File: src/rtl/ppap_pkg.sv
// package: register map, field positions and reset values of the parallel port address/pin block
package ppap_pkg;

  // ----------------------------------------------------------------
  // register map (byte addresses on the AXI4-Lite slave)
  // ----------------------------------------------------------------
  localparam logic [3:0]  PPAP_OFS_TARGET_ADDR = 4'h0;
  localparam logic [3:0]  PPAP_OFS_PIN_ENABLE  = 4'h4;
  localparam logic [3:0]  PPAP_OFS_PORT_CTRL   = 4'h8;
  localparam logic [3:0]  PPAP_OFS_STATUS      = 4'hC;

  // ----------------------------------------------------------------
  // field positions
  // ----------------------------------------------------------------
  localparam int          PPAP_BIT_CS2         = 15;
  localparam int          PPAP_BIT_CS1         = 14;
  localparam int          PPAP_ADDR_MSB        = 13;
  localparam int          PPAP_CTRL_MUX_CS     = 0;  // 1: upper pins carry chip selects
  localparam int          PPAP_CTRL_MUX_ALE    = 1;  // 1: lower pins carry latch strobes
  localparam int          PPAP_CTRL_START      = 2;  // write 1 starts one transfer

  // ----------------------------------------------------------------
  // reset values and timing
  // ----------------------------------------------------------------
  localparam logic [15:0] PPAP_RST_TARGET_ADDR = 16'h0000;
  localparam logic [15:0] PPAP_RST_PIN_ENABLE  = 16'h0000;
  localparam logic [1:0]  PPAP_RST_PORT_CTRL   = 2'h0;
  localparam logic [3:0]  PPAP_XFER_CYCLES     = 4'h4;
  localparam logic [1:0]  PPAP_RESP_OKAY       = 2'h0;
  localparam logic [1:0]  PPAP_RESP_SLVERR     = 2'h2;

endpackage : ppap_pkg

File: src/rtl/ppap_pin_mux.sv
// module: per-pin function select between parallel port and general I/O
`timescale 1ns/10ps

module ppap_pin_mux
  import ppap_pkg::*;
(
  // selection
  input  wire logic [15:0] pin_enable,
  input  wire logic [15:0] port_value,
  input  wire logic        drive_active,
  // general purpose I/O side
  input  wire logic [15:0] gpio_out,
  input  wire logic [15:0] gpio_oe,
  // pad side
  output logic      [15:0] pad_out,
  output logic      [15:0] pad_oe
);

  genvar i;
  generate
    for (i = 0; i < 16; i++) begin : g_pin
      // a disabled pin is left wholly to the ordinary port logic
      always_comb begin
        if (pin_enable[i]) begin                              // see RL4 RL5 RL6
          pad_out[i] = port_value[i];
          pad_oe[i]  = drive_active;                          // see RL7
        end else begin
          pad_out[i] = gpio_out[i];
          pad_oe[i]  = gpio_oe[i];
        end
      end
    end
  endgenerate

endmodule // ppap_pin_mux

File: src/rtl/ppap_top.sv
// module: parallel port address and pin-enable block with AXI4-Lite registers
//
// Added by the designer: register access over AXI4-Lite and the register addresses.
`timescale 1ns/10ps

// Overview of operation
// RL1: target address bit 15 drives the second chip select, active when 1.
// RL2: target address bit 14 drives the first chip select, active when 1.
// RL3: low fourteen bits hold the read/write destination address.
// RL4: enable bits 15:14 give top pins to address or chip selects, else I/O. Code drives 0 there instead of address.
// RL5: enable bits 13:2 give each pin its address line, else I/O.
// RL6: enable bits 1:0 give low pins to address or latch strobes, else I/O.
// RL7: during a transfer only enabled pins are driven; others stay ordinary I/O.
module ppap_top
  import ppap_pkg::*;
(
  // clock, reset, enable
  input  wire logic        MCLK,
  input  wire logic        RST,
  input  wire logic        CLK_EN,
  // axi4-lite write address
  input  wire logic [3:0]  AWADDR,
  input  wire logic        AWVALID,
  output logic             AWREADY,
  // axi4-lite write data
  input  wire logic [31:0] WDATA,
  input  wire logic [3:0]  WSTRB,
  input  wire logic        WVALID,
  output logic             WREADY,
  // axi4-lite write response
  output logic      [1:0]  BRESP,
  output logic             BVALID,
  input  wire logic        BREADY,
  // axi4-lite read address
  input  wire logic [3:0]  ARADDR,
  input  wire logic        ARVALID,
  output logic             ARREADY,
  // axi4-lite read data
  output logic      [31:0] RDATA,
  output logic      [1:0]  RRESP,
  output logic             RVALID,
  input  wire logic        RREADY,
  // general purpose I/O requests for the shared pins
  input  wire logic [15:0] GPIO_OUT,
  input  wire logic [15:0] GPIO_OE,
  // port pads
  output logic      [15:0] PORT_ADDRESS_PIN_OUT,
  output logic      [15:0] PORT_ADDRESS_PIN_OE,
  // strobes toward the rest of the port
  output logic             PORT_CHIP_SELECT_SECOND,
  output logic             PORT_CHIP_SELECT_FIRST,
  output logic             ADDRESS_LATCH_HIGH_STROBE,
  output logic             ADDRESS_LATCH_LOW_STROBE,
  output logic             TRANSFER_BUSY
);

  // ----------------------------------------------------------------
  // registers
  // ----------------------------------------------------------------
  logic [15:0] port_target_address;
  logic [15:0] port_pin_function_enable;
  logic [1:0]  port_ctrl;
  logic [3:0]  xfer_cnt;
  logic        busy;
  logic [3:0]  wr_addr;
  logic [31:0] wr_data;
  logic [3:0]  wr_strb;
  logic        aw_held;
  logic        w_held;
  logic        do_write;
  logic        start_req;
  logic [15:0] next_field;

  // named field views
  logic        chip_select_second;
  logic        chip_select_first;
  logic [1:0]  upper_pin_strobe_enable;
  logic [11:0] middle_address_pin_enable;
  logic [1:0]  lower_pin_latch_enable;

  assign chip_select_second        = port_target_address[PPAP_BIT_CS2];    // see RL1
  assign chip_select_first         = port_target_address[PPAP_BIT_CS1];    // see RL2
  assign upper_pin_strobe_enable   = port_pin_function_enable[15:14];
  assign middle_address_pin_enable = port_pin_function_enable[13:2];
  assign lower_pin_latch_enable    = port_pin_function_enable[1:0];

  // ----------------------------------------------------------------
  // axi4-lite write channel: address and data taken in either order
  // ----------------------------------------------------------------
  // ready stays low while frozen, so a handshake is never lost to a stalled clock
  assign AWREADY  = CLK_EN && !aw_held && !BVALID;
  assign WREADY   = CLK_EN && !w_held && !BVALID;
  assign do_write = aw_held && w_held && !BVALID;

  always_ff @(posedge MCLK or posedge RST) begin
    if (RST) begin
      aw_held <= 1'b0;
      w_held  <= 1'b0;
      wr_addr <= 4'h0;
      wr_data <= 32'h0000_0000;
      wr_strb <= 4'h0;
    end else if (CLK_EN) begin
      if (AWVALID && AWREADY) begin
        aw_held <= 1'b1;
        wr_addr <= AWADDR;
      end else if (do_write) begin
        aw_held <= 1'b0;
      end
      if (WVALID && WREADY) begin
        w_held  <= 1'b1;
        wr_data <= WDATA;
        wr_strb <= WSTRB;
      end else if (do_write) begin
        w_held <= 1'b0;
      end
    end
  end

  always_ff @(posedge MCLK or posedge RST) begin
    if (RST) begin
      BVALID <= 1'b0;
      BRESP  <= PPAP_RESP_OKAY;
    end else if (CLK_EN) begin
      if (do_write) begin
        BVALID <= 1'b1;
        BRESP  <= (wr_addr[3:2] == PPAP_OFS_STATUS[3:2]) ? PPAP_RESP_SLVERR : PPAP_RESP_OKAY;
      end else if (BREADY) begin
        BVALID <= 1'b0;
      end
    end
  end

  // byte-lane merge for the 16-bit registers
  function automatic logic [15:0] merge16(input logic [15:0] old_v, input logic [31:0] d, input logic [3:0] s);
    merge16 = {s[1] ? d[15:8] : old_v[15:8], s[0] ? d[7:0] : old_v[7:0]};
  endfunction

  always_comb begin
    next_field = 16'h0000;
    if (wr_addr[3:2] == PPAP_OFS_TARGET_ADDR[3:2]) begin
      next_field = merge16(port_target_address, wr_data, wr_strb);
    end else begin
      next_field = merge16(port_pin_function_enable, wr_data, wr_strb);
    end
  end

  always_ff @(posedge MCLK or posedge RST) begin
    if (RST) begin
      port_target_address <= PPAP_RST_TARGET_ADDR;
    end else if (CLK_EN && do_write && wr_addr[3:2] == PPAP_OFS_TARGET_ADDR[3:2]) begin
      port_target_address <= next_field;                                   // see RL1 RL2 RL3
    end
  end

  always_ff @(posedge MCLK or posedge RST) begin
    if (RST) begin
      port_pin_function_enable <= PPAP_RST_PIN_ENABLE;
    end else if (CLK_EN && do_write && wr_addr[3:2] == PPAP_OFS_PIN_ENABLE[3:2]) begin
      port_pin_function_enable <= next_field;
    end
  end

  assign start_req = do_write && wr_addr[3:2] == PPAP_OFS_PORT_CTRL[3:2] && wr_strb[0]
                     && wr_data[PPAP_CTRL_START];

  always_ff @(posedge MCLK or posedge RST) begin
    if (RST) begin
      port_ctrl <= PPAP_RST_PORT_CTRL;
    end else if (CLK_EN && do_write && wr_addr[3:2] == PPAP_OFS_PORT_CTRL[3:2] && wr_strb[0]) begin
      port_ctrl <= wr_data[1:0];
    end
  end

  // ----------------------------------------------------------------
  // transfer timer: a start while busy is ignored
  // ----------------------------------------------------------------
  always_ff @(posedge MCLK or posedge RST) begin
    if (RST) begin
      busy     <= 1'b0;
      xfer_cnt <= 4'h0;
    end else if (CLK_EN) begin
      if (!busy && start_req) begin
        busy     <= 1'b1;
        xfer_cnt <= PPAP_XFER_CYCLES - 4'h1;
      end else if (busy) begin
        if (xfer_cnt == 4'h0) begin
          busy <= 1'b0;
        end else begin
          xfer_cnt <= xfer_cnt - 4'h1;
        end
      end
    end
  end

  assign TRANSFER_BUSY = busy;

  // ----------------------------------------------------------------
  // axi4-lite read channel
  // ----------------------------------------------------------------
  assign ARREADY = CLK_EN && !RVALID;

  always_ff @(posedge MCLK or posedge RST) begin
    if (RST) begin
      RVALID <= 1'b0;
      RDATA  <= 32'h0000_0000;
      RRESP  <= PPAP_RESP_OKAY;
    end else if (CLK_EN) begin
      if (ARVALID && ARREADY) begin
        RVALID <= 1'b1;
        RRESP  <= PPAP_RESP_OKAY;
        unique case (ARADDR[3:2])
          PPAP_OFS_TARGET_ADDR[3:2]: RDATA <= {16'h0000, port_target_address};   // see RL3
          PPAP_OFS_PIN_ENABLE[3:2]:  RDATA <= {16'h0000, port_pin_function_enable};
          PPAP_OFS_PORT_CTRL[3:2]:   RDATA <= {30'h0000_0000, port_ctrl};
          PPAP_OFS_STATUS[3:2]:      RDATA <= {27'h000_0000, xfer_cnt, busy};
        endcase
      end else if (RREADY) begin
        RVALID <= 1'b0;
      end
    end
  end

  // ----------------------------------------------------------------
  // pin values: address bits or strobes per function select
  // ----------------------------------------------------------------
  logic [15:0] port_value;
  logic        ale_high;
  logic        ale_low;

  // latch strobes pulse in the first transfer cycle only
  assign ale_high = busy && xfer_cnt == PPAP_XFER_CYCLES - 4'h1;
  assign ale_low  = busy && xfer_cnt == PPAP_XFER_CYCLES - 4'h1;

  always_comb begin
    port_value = {2'b00, port_target_address[PPAP_ADDR_MSB:0]};
    if (port_ctrl[PPAP_CTRL_MUX_CS]) begin
      port_value[15] = chip_select_second && busy;                        // see RL4
      port_value[14] = chip_select_first && busy;
    end
    if (port_ctrl[PPAP_CTRL_MUX_ALE]) begin
      port_value[1] = ale_high;                                           // see RL6
      port_value[0] = ale_low;
    end
  end

  // strobe outputs only leave the block on pins enabled for them
  always_ff @(posedge MCLK or posedge RST) begin
    if (RST) begin
      PORT_CHIP_SELECT_SECOND   <= 1'b0;
      PORT_CHIP_SELECT_FIRST    <= 1'b0;
      ADDRESS_LATCH_HIGH_STROBE <= 1'b0;
      ADDRESS_LATCH_LOW_STROBE  <= 1'b0;
    end else if (CLK_EN) begin
      PORT_CHIP_SELECT_SECOND   <= busy && chip_select_second && upper_pin_strobe_enable[1];   // see RL1
      PORT_CHIP_SELECT_FIRST    <= busy && chip_select_first && upper_pin_strobe_enable[0];    // see RL2
      ADDRESS_LATCH_HIGH_STROBE <= ale_high && lower_pin_latch_enable[1];
      ADDRESS_LATCH_LOW_STROBE  <= ale_low && lower_pin_latch_enable[0];
    end
  end

  ppap_pin_mux u_pin_mux (
    .pin_enable   (port_pin_function_enable),                            // see RL5
    .port_value   (port_value),
    .drive_active (busy),                                                // see RL7
    .gpio_out     (GPIO_OUT),
    .gpio_oe      (GPIO_OE),
    .pad_out      (PORT_ADDRESS_PIN_OUT),
    .pad_oe       (PORT_ADDRESS_PIN_OE)
  );

endmodule // ppap_top

File: config.mk
export PLATFORM = sky130hd
export DESIGN_NAME = ppap_top
export DESIGN_NICKNAME = d
export VERILOG_FILES = /design/src/rtl/ppap_pkg.sv /design/src/rtl/ppap_pin_mux.sv /design/src/rtl/ppap_top.sv
export SDC_FILE = /design/constraint.sdc
export NUM_CORES = 1
export LEC_CHECK = 0
export BUFFER_PORTS_ARGS = -buffer_cell sky130_fd_sc_hd__buf_2
export CAP_MARGIN = 20
export CORE_ASPECT_RATIO = 0.9
export CORE_MARGIN = 2
export CORE_UTILIZATION = 40
export DETAILED_ROUTE_END_ITERATION = 10
export PLACE_DENSITY = 0.74
export SYNTH_ARGS = -nofsm -noshare
export SYNTH_HDL_FRONTEND = slang
export SYNTH_SLANG_ARGS = --single-unit
File: constraint.sdc
create_clock -name MCLK -period 2.9 [get_ports MCLK]
set_clock_uncertainty 0.15 [all_clocks]
set_input_delay 0.58 -clock MCLK [delete_from_list [all_inputs] [get_ports MCLK]]
set_output_delay 0.58 -clock MCLK [all_outputs]
set_load 0.03 [all_outputs]
==> results_dict.tcl <==
set metrics [dict create \
    muxShareOfSynthArea_pct 28.3 \
    cts_sinks 84 \
    hold_viol 0 \
    dpl.hpwl_um 6550 \
    reg2reg_depth 6 \
    slew_viol_final 0 \
    slew_headroom_pct 49.8 \
    layout-drive-gt1-share_pct 52.6 \
    max_freq_mhz 411 \
    cts_resized 0 \
    cts_setup_buffers 0 \
    diodes 0 \
    p_int_mw 3.09 \
    hold_ws_ns 0.203 \
    yosysMostFrequentCell "mux2_2" \
    die_y_um 100 \
    die_area_mm2 0.0111 \
    power_density_mw_per_mm2 959 \
    async_reset_ff_share_pct 100 \
    crit_family "simple AND/OR/NAND/NOR gates" \
    p_sw_mw 1.82 \
    synth_edf_count 0 \
    rrSetupSlack_ns 0.95 \
    regToRegEndpoint "xfer_cnt[0]$_DFFE_PP0P_" \
    hold_class "primary input to async pin" \
    viasPerCell 5.10 \
    p_leak_nw 2.56 \
    worstPathArrival_ns 1.70 \
    layout_min_cycle_time_ns 2.43 \
    h-tree-depth 3 \
    synthAdderAreaFrac_pct 0.607 \
    cp_slowest_cell "dfrtp_1" \
    die_w_um 111 \
    p_clk_share_pct 23.9 \
    netlist_instances 329 \
    grt_overflow 0 \
    synth_common_cells "mux2_2 (87), dfrtp_1 (84), nand2_1 (23)" \
    start_util_pct 40.8 \
    fp-row-count 35 \
    finalCritPeriodShare_pct 83.9 \
    p_total_mw 4.91 \
    seqPwrFrac_pct 41.5 \
    rsz0062_at_grt "false" \
    p_comb_share_pct 34.5 \
    detail-route-antenna-nets 0 \
    r2r_start "xfer_cnt[0]$_DFFE_PP0P_" \
    area_growth_syn_to_layout_pct 24.2 \
    sw_frac_of_total_pct 37.2 \
    path_buf_inv 1 \
    drt-wirelength-per-cell_um 15.9 \
    dr.pass1.iters 4 \
    syn_area_per_cell_um2 12.5 \
    synth_area_mm2 0.00412 \
    n_fill_cell 908 \
    synth_xor_area_share_pct 0.637 \
    synth_area_leaders "dfrtp_1 (51%), mux2_2 (24%), buf_4 (3.8%), mux2i_1 (3.4%), nand2_1 (2.1%)" \
    cts.clk_slew.worst_paths_ns 0.07 \
    end_kind "primary output" \
    ir_worst_vdd_mv 0.509 \
    drcViolationCount 0 \
    status "completed" \
    grt_max_degree 44 \
    cts_max_path_buffers 2 \
    clock-root-buffer "clkbuf_16" \
    synth_top_family_by_area "multiplexers" \
    worstPathCellList "nor2_1 > and3_1 > mux2i_1 > a21oi_1 > buf_2" \
    yosysWarnings 0 \
    synthSimpleGateAreaFrac_pct 8.68 \
    synth_seq_area_share_pct 51.0 \
    grt_use_total_pct 16.9 \
    yosys.cell_types.count 34 \
    setup_viol 0 \
    grt_pass1_wl_um 14800 \
    io_buffers 120 \
    fin_nets 537 \
    cts_tree "done" \
    cp_max_fo 5 \
    drt_iter0_drc 123 \
    core_mm2 0.0101 \
    place.gp.congestion 0.787 \
    critPathMaxStageDelay_ns 0.44 \
    synth_seq_cells 84 \
    critPathLaunchType "register" \
    vias 2982 \
    antenna_found_initial 0 \
    cts_hold_buffers 0 \
    synthFlopType "dfrtp_1" \
    fin_tns_setup_ns 0 \
    numCtsBuffers 9 \
    path_class "register to primary output" \
    critPathRequiredTime_ns 2.17 \
    yosys.area.top_type "dfrtp_1" \
    grt_pass1_vias 2922 \
    tightest_slew_ns 0.752 \
    wl_um 9280 \
    worstSkewPairLatency_ns 0.33 \
    synth_top_cell_area_share_pct 51.0 \
    maxCapViolCount 0 \
    synth_compound_area_share_pct 4.73 \
    io_pins 162 \
]
[kinds of logic (layout without fill, tap and decap cells)]
family                     after synthesis  after routing
muxes                                  103            103
DFF                                     84             84
and+or+nand+nor                         61             61
buffers and inverters                   44            153
AOI/OAI and AO/OA                       31             31
xor gates and xnor gates                 3              3
adders and majority gates                2              2
other                                    1             19
[sequential cells by signal, summed over array words and instances (netlist names)]
name,count
BVALID,1
wr_data,16
aw_held,1
RDATA,16
xfer_cnt,4
wr_strb,2
port_ctrl,2
PORT_CHIP_SELECT_FIRST,1
RVALID,1
ADDRESS_LATCH_LOW_STROBE,1
port_pin_function_enable,16
port_target_address,16
TRANSFER_BUSY,1
wr_addr,2
BRESP,1
PORT_CHIP_SELECT_SECOND,1
w_held,1
ADDRESS_LATCH_HIGH_STROBE,1
[power by group through the flow]
stage	registers, mW	clock network (mW)	logic, mW
after floorplan	2.08	0	1.20
after global placement	2.03	0	1.67
after detailed placement	2.06	0	1.71
after CTS	2.04	1.20	1.72
after global routing	2.12	1.26	1.83
final	2.04	1.18	1.69
[final cells by class]
type | count | area (µm²) | share of cell area (%)
Sequential cell | 84 | 2100 | 41.0
Tap cell | 129 | 161 | 3.15
Timing Repair Buffer | 127 | 666 | 13.0
Multi-Input combinational cell | 219 | 1840 | 35.9
Inverter | 10 | 38.8 | 0.757
Clock inverter | 5 | 60.1 | 1.17
Clock buffer | 11 | 253 | 4.94
[cell usage in the layout (no fill, tap or decap)]
| master | instances |
|---|---|
| mux4_2 | 2 |
| buf_4 | 6 |
| buf_2 | 120 |
| nand3b_1 | 2 |
| or2_2 | 1 |
| nor2_1 | 10 |
| nand2_1 | 23 |
| a21oi_1 | 3 |
| mux2i_1 | 14 |
| a21o_1 | 2 |
| nand2b_1 | 2 |
| conb_1 | 19 |
| or3b_2 | 1 |
| nor3_1 | 2 |
| inv_1 | 9 |
| and2_1 | 2 |
| clkinv_2 | 2 |
| clkinvlp_4 | 1 |
| bufinv_16 | 1 |
| dfrtp_1 | 84 |
| nor4_1 | 1 |
| buf_12 | 1 |
| o31ai_1 | 11 |
| and3_1 | 1 |
| nand3_1 | 3 |
| a22oi_1 | 3 |
| nor2b_1 | 2 |
| xor2_1 | 2 |
| clkinv_4 | 2 |
| nand4_1 | 6 |
| nand4b_4 | 1 |
| clkbuf_8 | 2 |
| xnor2_1 | 1 |
| nand3_2 | 2 |
| ha_1 | 2 |
| o21ai_0 | 12 |
| nor4b_4 | 2 |
| mux2_2 | 87 |
| clkbuf_16 | 9 |
[worst max path at each step]
stage | from | endpoint | slack (ns) | depth (start not counted)
global placement | CLK_EN | port_pin_function_enable[6]$_DFFE_PP0P_ | 0.56 | 5
global route | xfer_cnt[2]$_DFFE_PP0P_ | PORT_ADDRESS_PIN_OUT[1] | 0.36 | 5
floorplan | RST | ADDRESS_LATCH_HIGH_STROBE$_DFFE_PP0P_ | 0.005 | 1
finish | xfer_cnt[2]$_DFFE_PP0P_ | PORT_ADDRESS_PIN_OUT[1] | 0.47 | 5
CTS | xfer_cnt[2]$_DFFE_PP0P_ | PORT_ADDRESS_PIN_OUT[1] | 0.47 | 5
detailed placement | CLK_EN | port_pin_function_enable[5]$_DFFE_PP0P_ | 0.51 | 5
[through the flow]
step | utilization, % | setup slack, ns | cell area (µm²) | instances
6_report | 50.6 | 0.468 | 5120 | 585
5_1_grt | 50.6 | 0.356 | 5120 | 585
4_1_cts | 50.6 | 0.466 | 5120 | 585
3_5_place_dp | 47.5 | 0.507 | 4810 | 569
3_3_place_gp | 47.5 | 0.556 | 4810 | 569
2_1_floorplan | - | 0.00486 | 4190 | 347
[layer usage]
metal	vias to the layer above	track usage (%)	wire length (µm)
met1	1484	21.2	4060
met4	0	5.32	93
met2	110	28.6	4480
met3	8	4.83	640
li1	1380	-	-
met5	-	0	0
No activity file was read; power rests on OpenSTA's default activity.
